$ cat src/cms_pkg.sv
// Purpose: shared constants for the cpu mailbox and semaphore block
// Assumes: one register port per bus requester, word offsets below
// Notes: offsets are word indices on the switch core register bus
package cms_pkg;
  localparam int unsigned CMS_DATA_W = 32;
  localparam int unsigned CMS_ADDR_W = 4;
  localparam int unsigned CMS_PORTS = 4;
  localparam int unsigned CMS_OWNER_W = 3;
  // register word indices
  localparam logic [3:0] CMS_OFF_MBOX_SET = 4'h0;
  localparam logic [3:0] CMS_OFF_MBOX_CLR = 4'h1;
  localparam logic [3:0] CMS_OFF_MBOX = 4'h2;
  localparam logic [3:0] CMS_OFF_IRQ_CFG = 4'h3;
  localparam logic [3:0] CMS_OFF_TAKE0 = 4'h4;
  localparam logic [3:0] CMS_OFF_TAKE1 = 4'h5;
  localparam logic [3:0] CMS_OFF_HOLD0 = 4'h6;
  localparam logic [3:0] CMS_OFF_HOLD1 = 4'h7;
  localparam logic [3:0] CMS_OFF_FORCE = 4'h8;
  localparam logic [3:0] CMS_OFF_ROUTE = 4'h9;
  // requester ports, port 0 is the shared cpu / pcie path
  localparam int unsigned CMS_PORT_CPU = 0;
  localparam int unsigned CMS_PORT_PAR = 1;
  localparam int unsigned CMS_PORT_SER = 2;
  localparam int unsigned CMS_PORT_MGMT = 3;
  // owner field codes
  localparam logic [2:0] CMS_OWNER_FREE = 3'h0;
  localparam logic [31:0] CMS_MBOX_RST = 32'h0000_0000;
  localparam logic [31:0] CMS_ZERO = 32'h0000_0000;
endpackage : cms_pkg

$ cat src/cms_mailbox_sema.sv
// Purpose: mailbox word and two hardware semaphores for cpu-to-cpu messaging
// Assumes: each requester has its own one-cycle read/write strobe port
// Notes: port 0 wins simultaneous takes; reads answer one cycle later
`timescale 1ns/10ps
`default_nettype none
// Overview of operation
// - one 32-bit mailbox, readable and writable at its plain address.
// - every requester port can modify the mailbox atomically in hardware.
// - clear-address write clears exactly the mask's one bits.
// - set-address write sets exactly the mask's one bits.
// - two fully independent semaphores on the register bus.
// - any of the four register-bus requesters may own a semaphore.
// - embedded cpu and pcie host share requester port zero.
// - reading a free take register returns 1, takes it, records owner.
// - reading a held take register returns 0, owner unchanged.
// - after taking, every read returns 0 until release, owner included.
// - writing 1 to the take bit releases the semaphore.
// - release is honoured from any port, owner or not.
// - read-only holder field shows owner or free per semaphore.
// - per-semaphore soft interrupt on free or taken, by polarity bit.
// - semaphore 0 drives soft irq zero, semaphore 1 soft irq one.
// - manual trigger register asserts soft interrupts regardless of state.
// - each soft interrupt routes to embedded cpu or external output.
module cms_mailbox_sema #(
  parameter int unsigned NPORTS = cms_pkg::CMS_PORTS
) (
  // clock and reset
  input wire logic i_sys_clk,
  input wire logic i_nrst,
  // register requests, one slot per requester port
  input wire logic [NPORTS-1:0] i_req_rd,
  input wire logic [NPORTS-1:0] i_req_wr,
  input wire logic [NPORTS*cms_pkg::CMS_ADDR_W-1:0] i_req_addr,
  input wire logic [NPORTS*cms_pkg::CMS_DATA_W-1:0] i_req_wdata,
  // read answers
  output logic [NPORTS-1:0] o_rd_valid,
  output logic [NPORTS*cms_pkg::CMS_DATA_W-1:0] o_rd_data,
  // soft interrupts
  output logic [1:0] o_soft_irq_cpu,
  output logic [1:0] o_soft_irq_ext
);
  import cms_pkg::*;

  logic [31:0] mbox_q;
  logic [31:0] mbox_d;
  logic [1:0] sema_taken_q;
  logic [1:0] sema_taken_d;
  logic [2:0] sema_owner_q [2];
  logic [2:0] sema_owner_d [2];
  logic [1:0] irq_pol_q;
  logic [1:0] irq_force_q;
  logic [1:0] irq_route_q;
  logic [1:0] soft_irq;
  logic [1:0] grant_any;
  logic [NPORTS-1:0] grant [2];
  logic [NPORTS-1:0] rd_valid_q;
  logic [31:0] rd_data_q [NPORTS];

  function automatic logic [3:0] addr_of(input logic [NPORTS*CMS_ADDR_W-1:0] a,
                                        input int unsigned p);
    addr_of = a[p*CMS_ADDR_W +: CMS_ADDR_W];
  endfunction : addr_of

  function automatic logic [31:0] wdata_of(input logic [NPORTS*CMS_DATA_W-1:0] d,
                                          input int unsigned p);
    wdata_of = d[p*CMS_DATA_W +: CMS_DATA_W];
  endfunction : wdata_of

  // mailbox: ports apply in order so two masks in one cycle both land
  always_comb begin
    mbox_d = mbox_q;
    for (int unsigned p = 0; p < NPORTS; p++) begin
      if (i_req_wr[p]) begin
        unique case (addr_of(i_req_addr, p))
          CMS_OFF_MBOX: mbox_d = wdata_of(i_req_wdata, p);
          CMS_OFF_MBOX_SET: mbox_d = mbox_d | wdata_of(i_req_wdata, p);
          CMS_OFF_MBOX_CLR: mbox_d = mbox_d & ~wdata_of(i_req_wdata, p);
          default: mbox_d = mbox_d;
        endcase
      end
    end
  end

  always_ff @(posedge i_sys_clk or negedge i_nrst) begin
    if (!i_nrst) begin
      mbox_q <= CMS_MBOX_RST;
    end else begin
      mbox_q <= mbox_d;
    end
  end

  // semaphores: lowest port number wins a take race; a release in the
  // same cycle as a take wins, since the releasing side intends free
  for (genvar s = 0; s < 2; s++) begin : g_sema
    always_comb begin
      logic rel;
      rel = 1'b0;
      grant[s] = '0;
      for (int unsigned p = 0; p < NPORTS; p++) begin
        if (i_req_wr[p] && addr_of(i_req_addr, p) == (CMS_OFF_TAKE0 + 4'(s))
            && i_req_wdata[p*CMS_DATA_W]) begin
          rel = 1'b1;
        end
      end
      // a reader racing a release is refused, so an answer of 1 always means ownership
      for (int unsigned p = 0; p < NPORTS; p++) begin
        if (i_req_rd[p] && addr_of(i_req_addr, p) == (CMS_OFF_TAKE0 + 4'(s))
            && !sema_taken_q[s] && !rel && grant[s] == '0) begin
          grant[s][p] = 1'b1;
        end
      end
      sema_taken_d[s] = sema_taken_q[s];
      sema_owner_d[s] = sema_owner_q[s];
      if (rel) begin
        sema_taken_d[s] = 1'b0;
        sema_owner_d[s] = CMS_OWNER_FREE;
      end else if (grant[s] != '0) begin
        sema_taken_d[s] = 1'b1;
        for (int unsigned p = 0; p < NPORTS; p++) begin
          if (grant[s][p]) begin
            sema_owner_d[s] = 3'(p + 1);
          end
        end
      end
    end
    assign grant_any[s] = |grant[s];

    always_ff @(posedge i_sys_clk or negedge i_nrst) begin
      if (!i_nrst) begin
        sema_taken_q[s] <= 1'b0;
        sema_owner_q[s] <= CMS_OWNER_FREE;
      end else begin
        sema_taken_q[s] <= sema_taken_d[s];
        sema_owner_q[s] <= sema_owner_d[s];
      end
    end

    // polarity 0: irq while taken, 1: irq while free
    assign soft_irq[s] = (sema_taken_q[s] ^ irq_pol_q[s]) | irq_force_q[s];
  end

  // configuration: last port in order wins a same-cycle write
  always_ff @(posedge i_sys_clk or negedge i_nrst) begin
    if (!i_nrst) begin
      irq_pol_q <= 2'h0;
      irq_force_q <= 2'h0;
      irq_route_q <= 2'h0;
    end else begin
      for (int unsigned p = 0; p < NPORTS; p++) begin
        if (i_req_wr[p]) begin
          unique case (addr_of(i_req_addr, p))
            CMS_OFF_IRQ_CFG: irq_pol_q <= i_req_wdata[p*CMS_DATA_W +: 2];
            CMS_OFF_FORCE: irq_force_q <= i_req_wdata[p*CMS_DATA_W +: 2];
            CMS_OFF_ROUTE: irq_route_q <= i_req_wdata[p*CMS_DATA_W +: 2];
            default: ;
          endcase
        end
      end
    end
  end

  // route bit 0 sends to embedded cpu, 1 to the external pin
  assign o_soft_irq_cpu = soft_irq & ~irq_route_q;
  assign o_soft_irq_ext = soft_irq & irq_route_q;

  // read answers, registered; take reads see pre-cycle state
  always_ff @(posedge i_sys_clk or negedge i_nrst) begin
    if (!i_nrst) begin
      rd_valid_q <= '0;
      for (int unsigned p = 0; p < NPORTS; p++) begin
        rd_data_q[p] <= CMS_ZERO;
      end
    end else begin
      rd_valid_q <= i_req_rd;
      for (int unsigned p = 0; p < NPORTS; p++) begin
        if (i_req_rd[p]) begin
          unique case (addr_of(i_req_addr, p))
            CMS_OFF_MBOX: rd_data_q[p] <= mbox_q;
            CMS_OFF_IRQ_CFG: rd_data_q[p] <= {30'h0, irq_pol_q};
            CMS_OFF_TAKE0: rd_data_q[p] <= {31'h0, grant[0][p]};
            CMS_OFF_TAKE1: rd_data_q[p] <= {31'h0, grant[1][p]};
            CMS_OFF_HOLD0: rd_data_q[p] <= {29'h0, sema_owner_q[0]};
            CMS_OFF_HOLD1: rd_data_q[p] <= {29'h0, sema_owner_q[1]};
            CMS_OFF_FORCE: rd_data_q[p] <= {30'h0, irq_force_q};
            CMS_OFF_ROUTE: rd_data_q[p] <= {30'h0, irq_route_q};
            default: rd_data_q[p] <= CMS_ZERO;
          endcase
        end
      end
    end
  end

  assign o_rd_valid = rd_valid_q;
  for (genvar p = 0; p < NPORTS; p++) begin : g_rd
    assign o_rd_data[p*CMS_DATA_W +: CMS_DATA_W] = rd_data_q[p];
  end
endmodule : cms_mailbox_sema
`default_nettype wire

$ cat config.mk
export PLATFORM = sky130hd
export DESIGN_NAME = cms_mailbox_sema
export DESIGN_NICKNAME = d
export VERILOG_FILES = /design/src/cms_pkg.sv /design/src/cms_mailbox_sema.sv
export SDC_FILE = /design/constraint.sdc
export NUM_CORES = 1
export LEC_CHECK = 0
export BUFFER_PORTS_ARGS = -buffer_cell sky130_fd_sc_hd__buf_2
export CORE_MARGIN = 1
export CORE_UTILIZATION = 48
export CTS_CLUSTER_SIZE = 25
export DETAILED_ROUTE_END_ITERATION = 6
export PLACE_DENSITY = 0.84
export SLEW_MARGIN = 20
export SYNTH_ARGS = -nofsm -noshare
export SYNTH_HDL_FRONTEND = slang
export SYNTH_SLANG_ARGS = --single-unit
$ cat constraint.sdc
create_clock -name i_sys_clk -period 1.45 [get_ports i_sys_clk]
set_input_delay 0 -clock i_sys_clk [delete_from_list [all_inputs] [get_ports i_sys_clk]]
set_output_delay 0 -clock i_sys_clk [all_outputs]
set_load 0.01 [all_outputs]
Yosys cells after proc, flatten, opt, wreduce, memory -nomap -nowiden
Cells that the tools add are included.
- register bits: 178
- bits in latches: 0
- bits in writable memories: 0
- ROM bits: 0
- input port bits: 154
- output and inout port bits: 136
- logic and storage cells: 204
- memories: 0
- add/sub/neg operators: 0
- $mul: 0
- div/mod/pow operators: 0
- order comparisons: 0
- equality and inequality tests: 36
- shift-type cells: 0
- muxes and demuxes: 68
- bitwise gates (word level): 21
- reduce and logical (&&, ||, !) cells: 66
- operator list (operator ; count):
    $pmux 32 s8 ; 4
    $pmux 32 s3 ; 4
    $and 32x32->32 ; 4
    $mux 32 ; 4
    $not 32->32 ; 4
    $or 32x32->32 ; 4
    $eq 4x3->1 const B ; 16
    $mux 2 ; 24
    $logic_and 1x1->1 ; 46
    $mux 3 ; 12
    $eq 4x2->1 const B ; 8
    $eq 4x4->1 const B ; 8
    $mux 1 ; 20
    $eq 4x1->1 const B ; 4
    $logic_not 4->1 ; 4
    $reduce_bool 5->1 ; 2
    $reduce_bool 4->1 ; 2
    $logic_not 3->1 ; 2
    $and 2x2->2 ; 2
    $logic_not 1->1 ; 4
    $logic_not 2->1 ; 2
    $reduce_and 2->1 ; 2
    $reduce_bool 2->1 ; 2
    $not 1->1 ; 2
    3 further kinds ; 5

Depth between registers and ports, before layout
- depth after elaboration: 22
- depth in mapped cells: 8
- gate-level depth less buffers: 5

Least setup slack after synthesis
No wires, ideal clock.
- path type: reg2reg
- from: register sema_taken_q[1]
- to: register sema_owner_q[2] (netlist name)
- setup time: 0.111 ns
- data arrival time: 1.439 ns
- data required time: 1.339 ns
- slack: -0.101 ns
- stages on the path, launching flop included: 4
- buffers on the path: 1
- period minus slack after synthesis: 1.551 ns
- path through: dfrtp_1 clkbuf_1 or4_1 a2111oi_2
- cells in the longest elaborated chain, start to end: 16
- elaborated cells between the ends (all ways): 28
- classes of those cells: 9 x mux; 1 x bitwise; 18 x reduce/logical
- RTL lines (element ; RTL line ; text):
    from (decl) ; cms_mailbox_sema.sv:46 ; logic [1:0] sema_taken_q;
    from (signal, indexed assignment) ; cms_mailbox_sema.sv:133 ; sema_taken_q[s] <= sema_taken_d[s];
    $logic_not 1->1 * ; cms_mailbox_sema.sv:108 ; && !sema_taken_q[s] && !rel && grant[s] == '0) begin
    $logic_and 1x1->1 (2 in series) ; cms_mailbox_sema.sv:108 ;
    $mux 1 ; cms_mailbox_sema.sv:107 ; if (i_req_rd[p] && addr_of(i_req_addr, p) == (CMS_OFF_TAKE0 + 4'(s))
    $not 1->1 ; cms_mailbox_sema.sv:108 ;
    $logic_and 1x1->1 ; cms_mailbox_sema.sv:108 ;
    $mux 1 ; cms_mailbox_sema.sv:107 ;
    $logic_not 2->1 ; cms_mailbox_sema.sv:108 ;
    $logic_and 1x1->1 ; cms_mailbox_sema.sv:108 ;
    $mux 1 ; cms_mailbox_sema.sv:107 ;
    $logic_not 3->1 ; cms_mailbox_sema.sv:108 ;
    $logic_and 1x1->1 ; cms_mailbox_sema.sv:108 ;
    $mux 1 ; cms_mailbox_sema.sv:107 ;
    $reduce_bool 4->1 or $mux 3 (tied branches) ; cms_mailbox_sema.sv:117, cms_mailbox_sema.sv:120 ;
    $reduce_bool 2->1 (no source line) or $mux 3 (tied branches) ; - ;
    $reduce_and 2->1 (no source line) or $mux 3 (tied branches) ; - ;
    to (signal, indexed assignment) ; cms_mailbox_sema.sv:134 ; sema_owner_q[s] <= sema_owner_d[s];
    to (decl) ; cms_mailbox_sema.sv:48 ; logic [2:0] sema_owner_q [2];
Mark *: on every way between the ends. The rest lies on a longest branch, timed or not. The select of a mux whose other input is x is not followed.
A chain may end at the register's enable or synchronous reset.

Final worst setup path
- from: register sema_taken_q[1]
- to: output port o_soft_irq_ext[1]
- cells in the longest elaborated chain, start to end: 3
- RTL lines (element ; RTL line ; text):
    $xor 1x1->1 ; cms_mailbox_sema.sv:139 ; assign soft_irq[s] = (sema_taken_q[s] ^ irq_pol_q[s]) | irq_force_q[s];
    $or 1x1->1 ; cms_mailbox_sema.sv:139 ;
    $and 2x2->2 ; cms_mailbox_sema.sv:164 ; assign o_soft_irq_ext = soft_irq & irq_route_q;
    to (decl) ; cms_mailbox_sema.sv:40 ; output logic [1:0] o_soft_irq_ext
Every way passes these cells.

==> summary.txt <==
Place
  • Gp weighted congestion: 1.02
  • Port bufs: 289
  • Placed instance count: 1903
  • Setup WS pre-CTS: -0.114 ns
  • Hpwl dp: 30900 um

GRT
  • GR Overflow Total: 0
  • Initial antenna violation count: 0
  • Maximum number of pins on one net before global-route repair: 66
  • Vias in the first global route: 12.3k
  • GRT Total Usage: 0.407
  • First-pass GRT wire length: 69300 um

Worst setup path
  • Largest stage delay on the critical path: 0.39 ns
  • Worst EP arrival: 1.52 ns
  • Worst EP required: 1.45 ns
  • Worst r2r src: sema_taken_q[1]
  • Worst Reg-to-Reg Cells: 5
  • CP Capture Type: primary output
  • CP Launch Type: flop
  • R2R Setup Slk: -0.07 ns
  • Critical Path Fanout Max: 5
  • CP Cell Sequence: buf_4, xor2_2, nor2_2, nor2b_1, buf_2
  • Worst R2R End: sema_owner_q[0]
  • Crit path max-delay cell type: dfrtp_1
  • Crit path kind: reg -> out

Timing
  • Final min period: 1.52 ns
  • Fin crit share: 1.05
  • F_max: 0.657 GHz
  • Slew Viols, Final: 0
  • Final setup vio count: 9
  • Final WS setup: -0.0727 ns
  • Clk_skew: 0.0172 ns
  • Slew headroom: 0.634
  • Worst-Margin Slew: 0.549 ns
  • Hold Vio Cnt, Final: 0
  • RSZ-0062 raised after global routing: true

Worst hold path
  • Min-Delay Endpoint: mbox_q[5]
  • Hold depth: 3
  • Hold/Removal Path Class: in -> reg
  • Hold_sp: i_req_wdata[69]

Synthesis
  • Ys async rst share: 1.00
  • Seq/Total Area, Yosys: 0.421
  • #FFs+latches synth: 178
  • Top_reg_cell synth: dfrtp_1
  • Synthesized area per cell: 8.02 um^2
  • Post-synth EDFFs: 0
  • Syn Nets: 1473
  • Ys Warns: 0
  • Synth Instances: 1319
  • Mapped Area: 10600 um^2
  • Synth cell types: 67

CTS
  • Total CTS buffers: 17
  • CTS tree: yes
  • CTS Buffer Depth: 2
  • Skew-Pair Late Insertion Delay: 0.44 ns
  • H-tree depth: 4
  • Root Driver: clkbuf_16
  • Clk slew on worst S/H paths: 0.07 ns
  • Clock Sinks: 178

Floorplanning
  • Io pins: 290
  • Num rows: 53
  • Die X-Extent: 150 um
  • Die H: 150 um
  • Die area: 22600 um^2
  • Initial Utilization: 0.497
  • Core Footprint: 21300 um^2

Routing
  • DRC: 0
  • DR WL/cell: 22.8 um
  • Final wirelength: 46600 um
  • Via count: 12.9k
  • Routed Antenna Nets: 0
  • Initial DRC count: 1675
  • Via-to-Cell Ratio: 6.32
  • Drt pass-1 iters: 7

Layout
  • Share of cells above drive strength 1: 0.296
  • Area growth syn-to-layout: 41.7%
  • Fin nets: 1905
  • Non-Filler Instances: 2041
  • Filler cell count in the final layout: 1620

Power
  • Power Dens Cells: 1000 nW/um^2
  • Worst-case vdd ir drop: 0.000974 V
  • Pleak: 6.77 nW

Outcome
  • Status: complete, but fails checks
  • Failing checks: negative setup slack

Run
  • Max_cap viols: 0
==> registers in the layout (all words and copies together) (netlist names) <==
register      cells
o_rd_data       128
mbox_q           32
sema_owner_q      6
o_rd_valid        4
irq_force_q       2
irq_pol_q         2
irq_route_q       2
sema_taken_q      2
==> layout by cell type (no fill, tap or decap), types with 6 or more instances in the layout <==
cell	Yosys	final
nor2_1	44	42
dfrtp_1	178	172
a22o_1	27	27
buf_4	2	116
clkinv_8	0	7
dfrtp_2	0	6
buf_12	0	16
clkbuf_16	0	17
nand3_1	26	26
nand3b_1	6	6
a21oi_1	65	61
a31oi_1	40	39
buf_6	2	6
a211o_1	6	6
o22ai_1	32	32
nor2_2	11	12
a32o_1	32	32
o21ai_0	208	204
a22oi_1	39	38
dlygate4sd3_1	0	95
mux2i_1	10	10
o21ai_1	4	8
buf_2	35	287
nand2_1	203	202
inv_1	124	124
nor2b_1	50	45
nand2b_1	7	7
==> Yosys cell counts (all sizes together), types with 4 or more instances <==
cell / instances / area share
a211o: 6 / 0.0050
a21oi: 65 / 0.031
a22o: 27 / 0.022
a22oi: 39 / 0.028
a31oi: 40 / 0.024
a32o: 32 / 0.030
and3: 6 / 0.0035
and3b: 5 / 0.0041
buf: 41 / 0.021
clkbuf: 67 / 0.024
dfrtp: 178 / 0.42
inv: 124 / 0.044
mux2: 7 / 0.0074
mux2i: 10 / 0.0095
nand2: 203 / 0.072
nand2b: 7 / 0.0041
nand3: 26 / 0.012
nand3b: 6 / 0.0043
nand4: 4 / 0.0024
nand4b: 4 / 0.0033
nor2: 55 / 0.022
nor2b: 50 / 0.030
nor3: 9 / 0.0052
nor3b: 7 / 0.0059
nor4: 5 / 0.0035
o21ai: 212 / 0.10
o22ai: 32 / 0.019
or3: 4 / 0.0024
or3b: 4 / 0.0033
==> layout make-up <==
type,count,area [um^2],share of cell area
clock buffers,17,425,0.0284
repair buffers,521,3650,0.244
flip-flops and latches,178,4460,0.298
well taps,275,344,0.0230
inverters,124,465,0.0311
diodes,2,5.00,0.000334
multi-input cells,909,5430,0.362
clock inverters,15,203,0.0135
==> what timing repair did <==
action,CTS,global route
pin swaps,7,17
endpoints found under the hold margin,220,1
hold buffers,95,1
buffers inserted,6,5
gates resized for setup,19,36
endpoints found under the setup margin,10,36
==> worst max-delay path by stage <==
stage	startpoint	end	slack, ns	cells past startpoint
2_1_floorplan	sema_taken_q[1]	sema_owner_q[0]	0.008	5
3_3_place_gp	sema_owner_q[0]	o_rd_data[64]	-0.12	3
3_5_place_dp	i_req_addr[3]	irq_pol_q[1]	-0.11	8
4_1_cts	irq_pol_q[1]	o_soft_irq_cpu[1]	-0.08	5
5_1_grt	sema_taken_q[1]	sema_owner_q[0]	-0.14	5
6_report	sema_taken_q[1]	o_soft_irq_ext[1]	-0.07	5
==> worst max-delay path: cells and delay by family, from the launching register on <==
kind,cells,cell delay [ns]
flip-flops,1,0.39
buffers and inverters,2,0.31
AND/OR/NAND/NOR,2,0.22
XOR/XNOR,1,0.17
==> layer usage <==
metal | vias up | part of all wire | track usage
met2 | 1173 | 0.45 | 0.625
met1 | 5942 | 0.38 | 0.541
met4 | 0 | 0.057 | 0.217
met3 | 266 | 0.12 | 0.0800
met5 | - | 0 | 0.00227
li1 | 5508 | - | -
==> through the flow <==
stage	total power (W)	setup TNS, ns	area (um^2)	hold WS (ns)	util
after global placement	0.00945	-2.49	13100	-0.128	0.616
final	0.0150	-0.433	15000	0.0164	0.704
after global routing	0.0154	-0.876	15000	0.0163	0.704
after floorplan	0.00757	0	10600	-0.296	-
after detailed placement	0.00950	-4.80	13100	-0.132	0.616
after CTS	0.0146	-0.369	14800	0.00739	0.696
==> where the power goes <==
group          switching (W)  leakage [nW]  internal (W)
combinational        0.00203          4.12       0.00183
clock                0.00248         0.297       0.00238
sequential          0.000851          2.36       0.00543
==> cells by family (layout without fill, tap and decap cells) <==
family,Yosys count,in the layout,synth area share
AND/OR/NAND/NOR,407,407,0.188
buffers and inverters,232,677,0.0886
flip-flops,178,178,0.421
other,0,2,0
XOR/XNOR,4,4,0.00331
AO/OA/AOI/OAI,481,481,0.282
multiplexers,17,17,0.0169
(Power assumes the default switching activity.)
